**config.mk**
```make
export PLATFORM = sky130hd
export DESIGN_NAME = rpmc_top
export DESIGN_NICKNAME = d
export VERILOG_FILES = /design/src/design/rpmc_pkg.sv /design/src/design/rpmc_top.sv
export SDC_FILE = /design/constraint.sdc
export NUM_CORES = 1
export LEC_CHECK = 0
export ABC_CLOCK_PERIOD_IN_PS = 2400
export BUFFER_PORTS_ARGS = -buffer_cell sky130_fd_sc_hd__buf_2
export CORE_MARGIN = 5
export CORE_UTILIZATION = 40
export DETAILED_ROUTE_END_ITERATION = 12
export GPL_TIMING_DRIVEN = 0
export REMOVE_ABC_BUFFERS = 1
export SLEW_MARGIN = 20
export SYNTH_ARGS = -nofsm -noshare
export SYNTH_HDL_FRONTEND = slang
export SYNTH_SLANG_ARGS = --single-unit
```
**constraint.sdc**
```tcl
create_clock -name aclk -period 2.4 [get_ports aclk]
set_input_delay 0.48 -clock aclk [delete_from_list [all_inputs] [get_ports aclk]]
set_output_delay 0.48 -clock aclk [all_outputs]
set_load 0.01 [all_outputs]
```
**src/design/rpmc_pkg.sv**
```systemverilog
// Constants and types for the reset and power mode controller
// Overview of operation
// - A high level on the reset pin starts an initial reset.
// - Reset pin highs of 0.4 ms or less are rejected as noise.
// - Initial reset ends when the reset pin returns low.
// - All selected key inputs high together start an initial reset.
// - Key reset fires only after the combination lasts the one-to-two second hold.
// - Missing low-speed oscillation holds the chip in reset mode.
// - Detected oscillation releases the reset so the core runs.
// - Quick start mode resets the whole system every 16 seconds.
// - Secondary cell at 1.0 V or above ends quick start, enters normal mode.
// - Without the solar option reset goes straight to normal mode.
// - A status bit shows whether quick start mode is active.
// - Mode changes are made by hardware alone.
// - Five reset sources are merged; the software source resets peripherals only.
// - Writing one resets peripherals; zero does nothing; the bit reads zero.
// - Oscillator regulator stays in start-up state until oscillation is detected.
// - Software switches the LCD supply and picks one of 16 levels.
package rpmc_pkg;
  // Clocks
  localparam int CLK_HZ = 20_000_000;
  localparam int LS_HZ = 32_768;
  // Noise filter limits in microseconds and their low-speed tick counts
  localparam int REJECT_US = 400;
  localparam int ACCEPT_US = 1500;
  localparam int REJECT_TICKS = (REJECT_US * LS_HZ) / 1_000_000;
  localparam int ACCEPT_TICKS = (ACCEPT_US * LS_HZ) / 1_000_000;
  // Accept point halfway between the two limits
  localparam int FILTER_TICKS = (REJECT_TICKS + ACCEPT_TICKS) / 2;
  // Key hold of one second, cyclic reset of 16 seconds, cell sample period
  localparam int KEY_HOLD_S = 1;
  localparam int CYCLIC_S = 16;
  localparam int KEY_HOLD_TICKS = KEY_HOLD_S * LS_HZ;
  localparam int CYCLIC_TICKS = CYCLIC_S * LS_HZ;
  localparam int SAMPLE_TICKS = LS_HZ / 2;
  // Oscillation lost after four missing low-speed periods
  localparam int OSC_LOST_PERIODS = 4;
  localparam int OSC_LOST_CYCLES = OSC_LOST_PERIODS * (CLK_HZ / LS_HZ);
  localparam int CNT_W = 20;
  localparam int OSC_W = 12;
  // Register offsets
  localparam logic [3:0] CTRL_ADDR = 4'h0;
  localparam logic [3:0] STAT_ADDR = 4'h4;
  // Control fields
  localparam int CTRL_SRST_BIT = 0;
  localparam int CTRL_LCD_EN_BIT = 1;
  localparam int CTRL_LVL_LSB = 4;
  localparam logic [3:0] LCD_LVL_RESET = 4'h0;
  // Status fields
  localparam int STAT_QUICK_BIT = 0;
  localparam int STAT_NORMAL_BIT = 1;
  localparam int STAT_OSC_BIT = 2;
  localparam int STAT_PIN_BIT = 3;
  localparam int STAT_KEY_BIT = 4;
  // Responses
  localparam logic [1:0] RESP_OKAY = 2'b00;
  localparam logic [1:0] RESP_SLVERR = 2'b10;
  // Operating modes
  typedef enum logic [1:0] {
    RPMC_RESET = 2'b00,
    RPMC_QUICK = 2'b01,
    RPMC_NORMAL = 2'b10
  } rpmc_mode_t;
endpackage

```
**src/design/rpmc_top.sv**
```systemverilog
// Reset merging, noise filters, operating mode sequencer and register slave
//
// Design decisions made here: the address map and the AXI4-Lite slave port.
`timescale 1ns/1ps
`default_nettype none
module rpmc_top #(
  parameter logic [3:0] KEY_SELECT = 4'b1111,
  parameter bit SOLAR_EN = 1'b1,
  parameter int KEY_HOLD_TICKS = rpmc_pkg::KEY_HOLD_TICKS,
  parameter int CYCLIC_TICKS = rpmc_pkg::CYCLIC_TICKS,
  parameter int SAMPLE_TICKS = rpmc_pkg::SAMPLE_TICKS
) (
  input wire logic aclk,
  input wire logic aresetn,
  input wire logic reset_pin,
  input wire logic [3:0] key_inputs,
  input wire logic low_speed_oscillator,
  input wire logic cell_at_1v0,
  input wire logic awvalid,
  output logic awready,
  input wire logic [31:0] awaddr,
  input wire logic [2:0] awprot,
  input wire logic wvalid,
  output logic wready,
  input wire logic [31:0] wdata,
  input wire logic [3:0] wstrb,
  output logic bvalid,
  input wire logic bready,
  output logic [1:0] bresp,
  input wire logic arvalid,
  output logic arready,
  input wire logic [31:0] araddr,
  input wire logic [2:0] arprot,
  output logic rvalid,
  input wire logic rready,
  output logic [31:0] rdata,
  output logic [1:0] rresp,
  output logic core_reset,
  output logic periph_reset,
  output logic quick_mode,
  output logic osc_reg_startup,
  output logic lcd_supply_en,
  output logic [3:0] lcd_level
);

  localparam int W = rpmc_pkg::CNT_W;
  // Counter step that sticks at the limit
  function automatic logic [W-1:0] sat_inc(input logic [W-1:0] v, input logic [W-1:0] lim);
    sat_inc = (v >= lim) ? lim : v + 1'b1;
  endfunction
  // Address match on word offset, upper bits must be zero
  function automatic logic addr_hit(input logic [31:0] a, input logic [3:0] off);
    addr_hit = (a[31:4] == 28'h000_0000) && (a[3:0] == off);
  endfunction
  // Low-speed edge detect and oscillation watchdog
  logic ls_prev_q, ls_prev_d, osc_ok_q, osc_ok_d, ls_tick;
  logic [rpmc_pkg::OSC_W-1:0] osc_cnt_q, osc_cnt_d;
  assign ls_tick = low_speed_oscillator & ~ls_prev_q;
  // Oscillation counts as lost after several missing periods
  always_comb begin
    ls_prev_d = low_speed_oscillator;
    osc_cnt_d = osc_cnt_q;
    osc_ok_d = osc_ok_q;
    if (ls_tick) begin
      osc_cnt_d = '0;
      osc_ok_d = 1'b1;
    end else if (osc_cnt_q == rpmc_pkg::OSC_W'(rpmc_pkg::OSC_LOST_CYCLES)) begin
      osc_ok_d = 1'b0;
    end else begin
      osc_cnt_d = osc_cnt_q + 1'b1;
    end
  end
  always_ff @(posedge aclk) begin
    if (!aresetn) begin
      ls_prev_q <= 1'b0;
      osc_cnt_q <= '0;
      osc_ok_q <= 1'b0;
    end else begin
      ls_prev_q <= ls_prev_d;
      osc_cnt_q <= osc_cnt_d;
      osc_ok_q <= osc_ok_d;
    end
  end
  // Noise filters for the pin and the key combination
  logic key_all_high, pin_ok_q, pin_ok_d, key_ok_q, key_ok_d;
  logic [W-1:0] pin_cnt_q, pin_cnt_d, keyf_cnt_q, keyf_cnt_d, hold_cnt_q, hold_cnt_d;
  // An all-zero selection means the key reset is not fitted
  assign key_all_high = (KEY_SELECT != 4'h0) && ((key_inputs & KEY_SELECT) == KEY_SELECT);
  // Counters advance only on low-speed ticks, so a stopped oscillator blocks them
  always_comb begin
    pin_cnt_d = pin_cnt_q;
    keyf_cnt_d = keyf_cnt_q;
    hold_cnt_d = hold_cnt_q;
    if (!reset_pin) begin
      pin_cnt_d = '0;
    end else if (ls_tick) begin
      pin_cnt_d = sat_inc(pin_cnt_q, W'(rpmc_pkg::FILTER_TICKS));
    end
    if (!key_all_high) begin
      keyf_cnt_d = '0;
      hold_cnt_d = '0;
    end else if (ls_tick) begin
      keyf_cnt_d = sat_inc(keyf_cnt_q, W'(rpmc_pkg::FILTER_TICKS));
      if (keyf_cnt_q == W'(rpmc_pkg::FILTER_TICKS)) begin
        hold_cnt_d = sat_inc(hold_cnt_q, W'(KEY_HOLD_TICKS));
      end
    end
    // Release follows the pin falling at once
    pin_ok_d = reset_pin && (pin_cnt_q == W'(rpmc_pkg::FILTER_TICKS));
    key_ok_d = key_all_high && (hold_cnt_q == W'(KEY_HOLD_TICKS));
  end
  always_ff @(posedge aclk) begin
    if (!aresetn) begin
      pin_cnt_q <= '0;
      keyf_cnt_q <= '0;
      hold_cnt_q <= '0;
      pin_ok_q <= 1'b0;
      key_ok_q <= 1'b0;
    end else begin
      pin_cnt_q <= pin_cnt_d;
      keyf_cnt_q <= keyf_cnt_d;
      hold_cnt_q <= hold_cnt_d;
      pin_ok_q <= pin_ok_d;
      key_ok_q <= key_ok_d;
    end
  end
  // Operating mode sequencer
  rpmc_pkg::rpmc_mode_t mode_q, mode_d;
  logic [W-1:0] cyc_cnt_q, cyc_cnt_d, smp_cnt_q, smp_cnt_d;
  logic cyc_rst_q, cyc_rst_d, sys_rst_req;
  assign sys_rst_req = pin_ok_q | key_ok_q | ~osc_ok_q | cyc_rst_q;
  // Hardware steps modes on its own; software has no say
  always_comb begin
    mode_d = mode_q;
    cyc_cnt_d = cyc_cnt_q;
    smp_cnt_d = smp_cnt_q;
    cyc_rst_d = cyc_rst_q;
    case (mode_q)
      rpmc_pkg::RPMC_RESET: begin
        cyc_cnt_d = '0;
        smp_cnt_d = '0;
        // Cyclic reset lasts one low-speed period
        if (ls_tick) begin
          cyc_rst_d = 1'b0;
        end
        if (!sys_rst_req) begin
          mode_d = SOLAR_EN ? rpmc_pkg::RPMC_QUICK : rpmc_pkg::RPMC_NORMAL;
        end
      end
      rpmc_pkg::RPMC_QUICK: begin
        if (sys_rst_req) begin
          mode_d = rpmc_pkg::RPMC_RESET;
        end else if (ls_tick) begin
          cyc_cnt_d = cyc_cnt_q + 1'b1;
          smp_cnt_d = smp_cnt_q + 1'b1;
          if (smp_cnt_q == W'(SAMPLE_TICKS - 1)) begin
            smp_cnt_d = '0;
            if (cell_at_1v0) begin
              mode_d = rpmc_pkg::RPMC_NORMAL;
            end
          end
          if (mode_d == rpmc_pkg::RPMC_QUICK && cyc_cnt_q == W'(CYCLIC_TICKS - 1)) begin
            cyc_rst_d = 1'b1;
            mode_d = rpmc_pkg::RPMC_RESET;
          end
        end
      end
      rpmc_pkg::RPMC_NORMAL: begin
        // Cyclic reset is off in normal mode
        if (sys_rst_req) begin
          mode_d = rpmc_pkg::RPMC_RESET;
        end
      end
      default: begin
        mode_d = rpmc_pkg::RPMC_RESET;
      end
    endcase
  end
  always_ff @(posedge aclk) begin
    if (!aresetn) begin
      mode_q <= rpmc_pkg::RPMC_RESET;
      cyc_cnt_q <= '0;
      smp_cnt_q <= '0;
      cyc_rst_q <= 1'b0;
    end else begin
      mode_q <= mode_d;
      cyc_cnt_q <= cyc_cnt_d;
      smp_cnt_q <= smp_cnt_d;
      cyc_rst_q <= cyc_rst_d;
    end
  end
  // Register slave state
  logic aw_held_q, aw_held_d, w_held_q, w_held_d, bvalid_q, bvalid_d, rvalid_q, rvalid_d;
  logic [31:0] awaddr_q, awaddr_d, wdata_q, wdata_d, rdata_q, rdata_d, stat_word, ctrl_word;
  logic [3:0] wstrb_q, wstrb_d, lcd_lvl_q, lcd_lvl_d;
  logic [1:0] bresp_q, bresp_d, rresp_q, rresp_d;
  logic lcd_en_q, lcd_en_d, srst_q, srst_d, core_rst_q, core_rst_d, per_rst_q, per_rst_d;
  logic quick_q, quick_d, reg_start_q, reg_start_d;
  // Soft reset bit always reads zero
  assign ctrl_word = {24'h00_0000, lcd_lvl_q, 2'b00, lcd_en_q, 1'b0};
  assign stat_word = {27'h000_0000, key_ok_q, pin_ok_q, osc_ok_q,
                      mode_q == rpmc_pkg::RPMC_NORMAL, mode_q == rpmc_pkg::RPMC_QUICK};
  // Write and read channels, plus control bits they steer
  always_comb begin
    aw_held_d = aw_held_q;
    w_held_d = w_held_q;
    awaddr_d = awaddr_q;
    wdata_d = wdata_q;
    wstrb_d = wstrb_q;
    bvalid_d = bvalid_q;
    bresp_d = bresp_q;
    rvalid_d = rvalid_q;
    rdata_d = rdata_q;
    rresp_d = rresp_q;
    lcd_en_d = lcd_en_q;
    lcd_lvl_d = lcd_lvl_q;
    srst_d = 1'b0;
    if (awvalid && awready) begin
      aw_held_d = 1'b1;
      awaddr_d = awaddr;
    end
    if (wvalid && wready) begin
      w_held_d = 1'b1;
      wdata_d = wdata;
      wstrb_d = wstrb;
    end
    if (bvalid_q && bready) begin
      bvalid_d = 1'b0;
    end
    // Commit once address and data are both in hand
    if (aw_held_q && w_held_q && !bvalid_q) begin
      aw_held_d = 1'b0;
      w_held_d = 1'b0;
      bvalid_d = 1'b1;
      bresp_d = rpmc_pkg::RESP_OKAY;
      if (addr_hit(awaddr_q, rpmc_pkg::CTRL_ADDR)) begin
        if (wstrb_q[0]) begin
          srst_d = wdata_q[rpmc_pkg::CTRL_SRST_BIT];
          lcd_en_d = wdata_q[rpmc_pkg::CTRL_LCD_EN_BIT];
          lcd_lvl_d = wdata_q[rpmc_pkg::CTRL_LVL_LSB +: 4];
        end
      end else if (!addr_hit(awaddr_q, rpmc_pkg::STAT_ADDR)) begin
        bresp_d = rpmc_pkg::RESP_SLVERR;
      end
    end
    if (rvalid_q && rready) begin
      rvalid_d = 1'b0;
    end
    if (arvalid && arready) begin
      rvalid_d = 1'b1;
      rresp_d = rpmc_pkg::RESP_OKAY;
      if (addr_hit(araddr, rpmc_pkg::CTRL_ADDR)) begin
        rdata_d = ctrl_word;
      end else if (addr_hit(araddr, rpmc_pkg::STAT_ADDR)) begin
        rdata_d = stat_word;
      end else begin
        rdata_d = 32'h0000_0000;
        rresp_d = rpmc_pkg::RESP_SLVERR;
      end
    end
    // Peripheral reset returns LCD control to its initial state
    if (per_rst_q) begin
      lcd_en_d = 1'b0;
      lcd_lvl_d = rpmc_pkg::LCD_LVL_RESET;
    end
    // Core reset covers every source but software; peripherals see all five
    core_rst_d = (mode_q == rpmc_pkg::RPMC_RESET) || sys_rst_req;
    per_rst_d = core_rst_d || srst_q;
    quick_d = (mode_d == rpmc_pkg::RPMC_QUICK);
    reg_start_d = ~osc_ok_d;
  end
  always_ff @(posedge aclk) begin
    if (!aresetn) begin
      aw_held_q <= 1'b0;
      w_held_q <= 1'b0;
      awaddr_q <= 32'h0000_0000;
      wdata_q <= 32'h0000_0000;
      wstrb_q <= 4'h0;
      bvalid_q <= 1'b0;
      bresp_q <= rpmc_pkg::RESP_OKAY;
      rvalid_q <= 1'b0;
      rdata_q <= 32'h0000_0000;
      rresp_q <= rpmc_pkg::RESP_OKAY;
      lcd_en_q <= 1'b0;
      lcd_lvl_q <= rpmc_pkg::LCD_LVL_RESET;
      srst_q <= 1'b0;
      core_rst_q <= 1'b1;
      per_rst_q <= 1'b1;
      quick_q <= 1'b0;
      reg_start_q <= 1'b1;
    end else begin
      aw_held_q <= aw_held_d;
      w_held_q <= w_held_d;
      awaddr_q <= awaddr_d;
      wdata_q <= wdata_d;
      wstrb_q <= wstrb_d;
      bvalid_q <= bvalid_d;
      bresp_q <= bresp_d;
      rvalid_q <= rvalid_d;
      rdata_q <= rdata_d;
      rresp_q <= rresp_d;
      lcd_en_q <= lcd_en_d;
      lcd_lvl_q <= lcd_lvl_d;
      srst_q <= srst_d;
      core_rst_q <= core_rst_d;
      per_rst_q <= per_rst_d;
      quick_q <= quick_d;
      reg_start_q <= reg_start_d;
    end
  end
  // Ready flags block a second item until the pending write or read response completes
  logic awready_q, wready_q, arready_q;
  always_ff @(posedge aclk) begin
    if (!aresetn) begin
      awready_q <= 1'b0;
      wready_q <= 1'b0;
      arready_q <= 1'b0;
    end else begin
      awready_q <= ~aw_held_d & ~bvalid_d;
      wready_q <= ~w_held_d & ~bvalid_d;
      arready_q <= ~rvalid_d;
    end
  end
  assign awready = awready_q;
  assign wready = wready_q;
  assign arready = arready_q; // Flop is already low while rvalid stands
  assign bvalid = bvalid_q;
  assign bresp = bresp_q;
  assign rvalid = rvalid_q;
  assign rdata = rdata_q;
  assign rresp = rresp_q;
  assign core_reset = core_rst_q;
  assign periph_reset = per_rst_q;
  assign quick_mode = quick_q;
  assign osc_reg_startup = reg_start_q;
  assign lcd_supply_en = lcd_en_q;
  assign lcd_level = lcd_lvl_q;
endmodule
`default_nettype wire

```
# --- Word level (Yosys, flattened, before mapping) ---
# Cells that the tools add are included.
totals:
  ff_bits: 213
  latch_bits: 0
  ramBits: 0
  romBits: 0
  out_inout_bits: 50
  mem_count: 0
op_classes:
  addsub: 6
  n_mul: 0
  div: 0
  n_lt_le_gt_ge: 3
  eq_ne: 17
  n_shift: 0
  mux: 42
  bitwise: 14
  n_reduce_logical: 32
ops:
  columns: ["operator", "n"]
  rows:
  - ["$mux 20", 8]
  - ["$add 20x1->20 const B", 5]
  - ["$pmux 20 s2", 2]
  - ["$logic_not 28->1", 2]
  - ["$eq 20x5->1 const B", 2]
  - ["$ge 20x5->1 const B", 2]
  - ["$mux 2", 14]
  - ["$eq 20x14->1 const B", 1]
  - ["$eq 20x16->1 const B", 1]
  - ["$eq 20x19->1 const B", 1]
  - ["$ge 20x16->1 const B", 1]
  - ["$logic_and 1x1->1", 14]
  - ["$mux 1", 14]
  - ["$add 12x1->12 const B", 1]
  - ["$eq 12x12->1 const B", 1]
  - ["$eq 4x3->1 const B", 2]
  - ["$logic_not 4->1", 2]
  - ["$mux 8", 1]
  - ["$not 1->1", 8]
  - ["$eq 2x1->1 const B", 3]
  - ["$ne 2x2->1 const B", 3]
  - ["$pmux 2 s3", 1]
  - ["$reduce_and 2->1", 3]
  - ["$reduce_and 3->1", 2]
  - ["other kinds (14)", 20]

# --- Longest topological paths before layout ---
depth:
  depth_word: 12
  depth_mapped: 8
  mapped_depth_nobuf: 7

# --- Worst setup path before layout ---
# Ideal clock, no wire load.
synth_timing:
  kind: "reg2reg"
  startpoint: "reg keyf_cnt_q[0]"
  endpoint: "reg hold_cnt_q[12]"
  arrival_time_ps: 2036
  required_ps: 2330
  path_slack_ps: 294
  stages_incl_launch_ff: 7
  path_buffers: 0
  synth_period_minus_slack_ps: 2106
  path_cell_list: "dfxtp_1 -> ha_1 -> and4b_1 -> nand3_1 -> or4_4 -> or3_1 -> a21oi_1"
synth_between:
  elab_chain_len: 2
synth_lines:
  columns: ["element", "line", "source"]
  rows:
  - ["from (decl)", "rpmc_top.sv:86", "logic [W-1:0] pin_cnt_q, pin_cnt_d, keyf_cnt_q, keyf_cnt_d, hold_cnt_q, hold_cnt_d;"]
  - ["from (signal assigned)", "rpmc_top.sv:121", "keyf_cnt_q <= keyf_cnt_d;"]
  - ["$eq 20x5->1", "rpmc_top.sv:104", "if (keyf_cnt_q == W'(rpmc_pkg::FILTER_TICKS)) begin"]
  - ["$reduce_and 2->1 (no line)", null, null]
  - ["to (signal assigned)", "rpmc_top.sv:122", "hold_cnt_q <= hold_cnt_d;"]
  - ["to (decl)", "rpmc_top.sv:86", null]
# Every way passes these cells.
# A chain may end at the register's enable or synchronous reset.

# --- Worst setup path in the final report ---
layout_timing:
  startpoint: "reg keyf_cnt_q[0]"
  endpoint: "reg hold_cnt_q[14]"
# The elaborated chain is that of the path after synthesis.

==> impl_metrics.toml <==
[min_path]
hold-path-cell-count = 3
hold_end = "awaddr_q[15]"
holdCritStartpoint = "awaddr[15]"
worst_hold_path_type = "primary input to register"

[drt]
vias_after_detailed_routing = 6798
met3_length_um = 775
dr_wl_met2_um = 8420
route.antenna.remaining_nets = 0
drcViolationCount = 0
via_per_inst = 5.08
detail_route.first_pass.iterations = 4
wl_met1_um = 8860
drt_first_iter_violations = 292
detail_route.wl_per_cell_um = 13.7
detailed_route_wl_um = 18300
highest-signal-layer = "met4"

[cells_and_area]
final_antenna_diode_count = 0
stdcell_area_mm2 = 0.00955
final_net_count = 1183
layoutNonFillerInstCount = 1338
fraction_of_layout_instances_using_a_drive_strength_above_1_pct = 15.6
area.growth.synth_to_final_pct = 16.5
final_util_pct = 47.2

[clock_network]
cts_max_path_buffers = 2
cts-buffers-inserted = 17
clockRootBuffer = "sky130_fd_sc_hd__clkbuf_16"
clk-insertion-delay-late_ps = 430
cts.hold.buffers_added = 0
tritoncts = "done"
clk_pin_slew_worst_paths_ps = 70
cts.sinks = 185
cts-htree-levels = 4

[grt]
grt_start_max_net_pins = 75
grt_first_pass_wirelength_um = 30400
grt_antenna_before_repair = 0
globalRouteOverflowTotal = 0
track_usage_pct = 15.3
grt_pass1_vias = 6285

[placed_design]
placement.cell_area_mm2 = 0.00888
dp.cells = 1305
io_buffers = 108
routabilityCongestion = 0.779
detail_placement_hpwl_um = 12900

[timing]
period_needed_ps = 2270
holdWs_ps = 303
timing.final.setup_violations = 0
report.final.slew_viol_count = 0
timing.max_slew.rel_slack_pct = 29.6
hold_viol = 0
least_margin_pin_slew_ps = 1050
post-route-period-util_pct = 94.6
final.setup_skew_ps = 12.1
rsz_0062_raised_after_global_routing = "no"
max_freq_ghz = 0.440

[critical_path]
r2r-start = "keyf_cnt_q[0]"
critical_path.cell_chain = "ha_2 -> and4b_2 -> nand3_2 -> or4_4 -> or3_1 -> a21oi_1"
worst-endpoint-required_ps = 2760
type_of_element_capturing_the_critical_path = "register"
timing_worst_setup_path_type = "register to register"
data_arrival_time_of_the_worst_path_ps = 2630
worstReg2RegEnd = "hold_cnt_q[14]"
register_to_register_setup_slack_ps = 130
worst_path_max_delay_cell = "sky130_fd_sc_hd__or4_4"
crit_path_start_kind = "register"
timing.reg2reg.worst_path_depth = 6
maximum_net_fanout_on_the_critical_path = 8
critical_path.max_stage_delay_ps = 600

[floorplan]
chipHeight_um = 153
die-area_mm2 = 0.0235
die_w_um = 153
core.rowCount = 52
core_area_mm2 = 0.0202
initial_utilization_pct = 40.5
io_pins = 170

[synthesis]
synthFlopType = "sky130_fd_sc_hd__dfxtp_1"
synth-seq-cells = 185
yosys.area.top_type = "sky130_fd_sc_hd__dfxtp_1"
synth-edff-count = 0
yosys.area.top_type_share_pct = 45.1
yosys_warnings = 0
ys_async_sr_fraction_pct = 0
yosysSeqAreaShare_pct = 45.1
synthesis.instances = 964
synth_area_per_cell_um2 = 8.51
synth.lib_cells_used.distinct = 57
area_contributors_post_synth = "sky130_fd_sc_hd__dfxtp_1, sky130_fd_sc_hd__nand2_1, sky130_fd_sc_hd__nor2_1"
syn-cell-area_mm2 = 0.00820

[power]
finalPower_w = 0.00638
pwr_density_cell_mw_per_mm2 = 668
vdd_drop_max_v = 0.000406
leakagePower_nw = 3.27

[job]
maxCapViolations = 0

[status]
status = "complete, no violations"
==> synthesized netlist by cell type, types with 3 or more instances <==
| master | instances |
|---|---|
| sky130_fd_sc_hd__and4_1 | 9 |
| sky130_fd_sc_hd__dfxtp_1 | 185 |
| sky130_fd_sc_hd__nor3_1 | 33 |
| sky130_fd_sc_hd__buf_2 | 3 |
| sky130_fd_sc_hd__inv_1 | 16 |
| sky130_fd_sc_hd__a21oi_1 | 35 |
| sky130_fd_sc_hd__nor3b_1 | 4 |
| sky130_fd_sc_hd__or4_1 | 4 |
| sky130_fd_sc_hd__nor4_1 | 38 |
| sky130_fd_sc_hd__nand2b_1 | 10 |
| sky130_fd_sc_hd__clkbuf_1 | 31 |
| sky130_fd_sc_hd__and3_1 | 14 |
| sky130_fd_sc_hd__nand3_1 | 45 |
| sky130_fd_sc_hd__nand4_1 | 31 |
| sky130_fd_sc_hd__xnor2_1 | 40 |
| sky130_fd_sc_hd__a211oi_1 | 4 |
| sky130_fd_sc_hd__nor2_1 | 121 |
| sky130_fd_sc_hd__mux2i_1 | 6 |
| sky130_fd_sc_hd__a21o_1 | 3 |
| sky130_fd_sc_hd__nor4_2 | 3 |
| sky130_fd_sc_hd__buf_4 | 26 |
| sky130_fd_sc_hd__and2_1 | 4 |
| sky130_fd_sc_hd__a22oi_1 | 4 |
| sky130_fd_sc_hd__or3_1 | 13 |
| sky130_fd_sc_hd__nand2_1 | 126 |
| sky130_fd_sc_hd__buf_1 | 3 |
| sky130_fd_sc_hd__a21boi_0 | 42 |
| sky130_fd_sc_hd__ha_1 | 8 |
| sky130_fd_sc_hd__a41oi_1 | 3 |
| sky130_fd_sc_hd__a32oi_1 | 6 |
| sky130_fd_sc_hd__xor2_1 | 24 |
| sky130_fd_sc_hd__nand3b_1 | 3 |
| sky130_fd_sc_hd__a31oi_1 | 9 |
| sky130_fd_sc_hd__nor2b_1 | 15 |
| sky130_fd_sc_hd__o21ai_0 | 14 |
==> sequential cells by signal, summed over array words and instances, names as in the netlist, 2 cells and up <==
| name | flops |
|---|---|
| mode_q | 2 |
| smp_cnt_q | 20 |
| awaddr_q | 32 |
| pin_cnt_q | 20 |
| cyc_cnt_q | 20 |
| keyf_cnt_q | 20 |
| wdata_q | 6 |
| rdata | 8 |
| lcd_level | 4 |
| osc_cnt_q | 12 |
| hold_cnt_q | 20 |
==> where the power goes <==
| group | leakage, nW | total, W | switching (W) | internal (W) |
|---|---|---|---|---|
| combinational | 1.48 | 0.000335 | 0.000201 | 0.000135 |
| clock | 0.296 | 0.00289 | 0.00122 | 0.00167 |
| sequential | 1.50 | 0.00315 | 0.0000331 | 0.00312 |
==> cell usage in the layout (no fill, tap or decap), types with 16 or more instances in the layout <==
master and instances:
sky130_fd_sc_hd__xor2_1 24, sky130_fd_sc_hd__nand2_1 126, sky130_fd_sc_hd__nor3_1 32, sky130_fd_sc_hd__xnor2_1 40, sky130_fd_sc_hd__inv_1 16, sky130_fd_sc_hd__buf_2 107, sky130_fd_sc_hd__nor2_1 121, sky130_fd_sc_hd__nand3_1 43
sky130_fd_sc_hd__nand4_1 31, sky130_fd_sc_hd__conb_1 26, sky130_fd_sc_hd__nor4_1 38, sky130_fd_sc_hd__dfxtp_1 185, sky130_fd_sc_hd__a21boi_0 42, sky130_fd_sc_hd__clkbuf_16 17, sky130_fd_sc_hd__a21oi_1 34
==> layout make-up <==
type / instances / area (µm²)
Multi-Input combinational cell: 725 / 4250
Clock inverter: 10 / 130
Sequential cell: 185 / 3700
Timing Repair Buffer: 110 / 591
Inverter: 16 / 60.1
Fill cell: 2009 / 10700
Clock buffer: 22 / 484
Tap cell: 270 / 338
==> timing repair <==
| item | 4_1_cts | 5_1_grt |
|---|---|---|
| resized for setup | 3 | 6 |
| endpoints found under the setup margin | 52 | 20 |
| buffers inserted | 1 | 0 |
| pin swaps | 1 | 0 |
==> metrics by stage <==
| stage | TNS [ps] | setup WS (ps) |
|---|---|---|
| final | 0 | 130 |
| after global placement | -49560 | -982 |
| after floorplan | -229 | -25.4 |
| after detailed placement | -14560 | -417 |
| after CTS | 0 | 76.3 |
| after global routing | 0 | 13.9 |
==> cells by family (layout without fill, tap and decap cells) <==
group                    after synthesis  after routing  synth area share, %
multiplexers                           8              8                 1.01
AND/OR/NAND/NOR                      486            486                 30.0
XOR/XNOR                              64             64                 6.83
flip-flops                           185            185                 45.1
adder cells (fa/ha/maj)                8              8                 1.22
AO/OA/AOI/OAI                        133            133                 10.9
other                                  1             26               0.0457
buffers and inverters                 79            158                 4.85
==> worst max path at each step <==
stage,start,end,slack [ps]
after global routing,keyf_cnt_q[1],hold_cnt_q[12],10
after detailed placement,low_speed_oscillator,pin_cnt_q[16],-420
final,keyf_cnt_q[0],hold_cnt_q[14],130
after CTS,keyf_cnt_q[0],hold_cnt_q[12],80
after global placement,low_speed_oscillator,cyc_cnt_q[19],-980
after floorplan,low_speed_oscillator,cyc_cnt_q[10],-30
==> critical path, delay by kind of cell, from the launching register on <==
family                     cells  cell delay, ps
and+or+nand+nor                4            1450
AOI/OAI and AO/OA              1             130
adders and majority gates      1             240
DFF                            1             380
==> per-layer routing <==
metal,global-route usage (%),up-vias
li1,-,3517
met1,20.5,3170
met2,24.6,102
met3,3.93,9
met4,4.07,0
met5,0,-
Note: power is estimated with default switching activity, not from simulation.
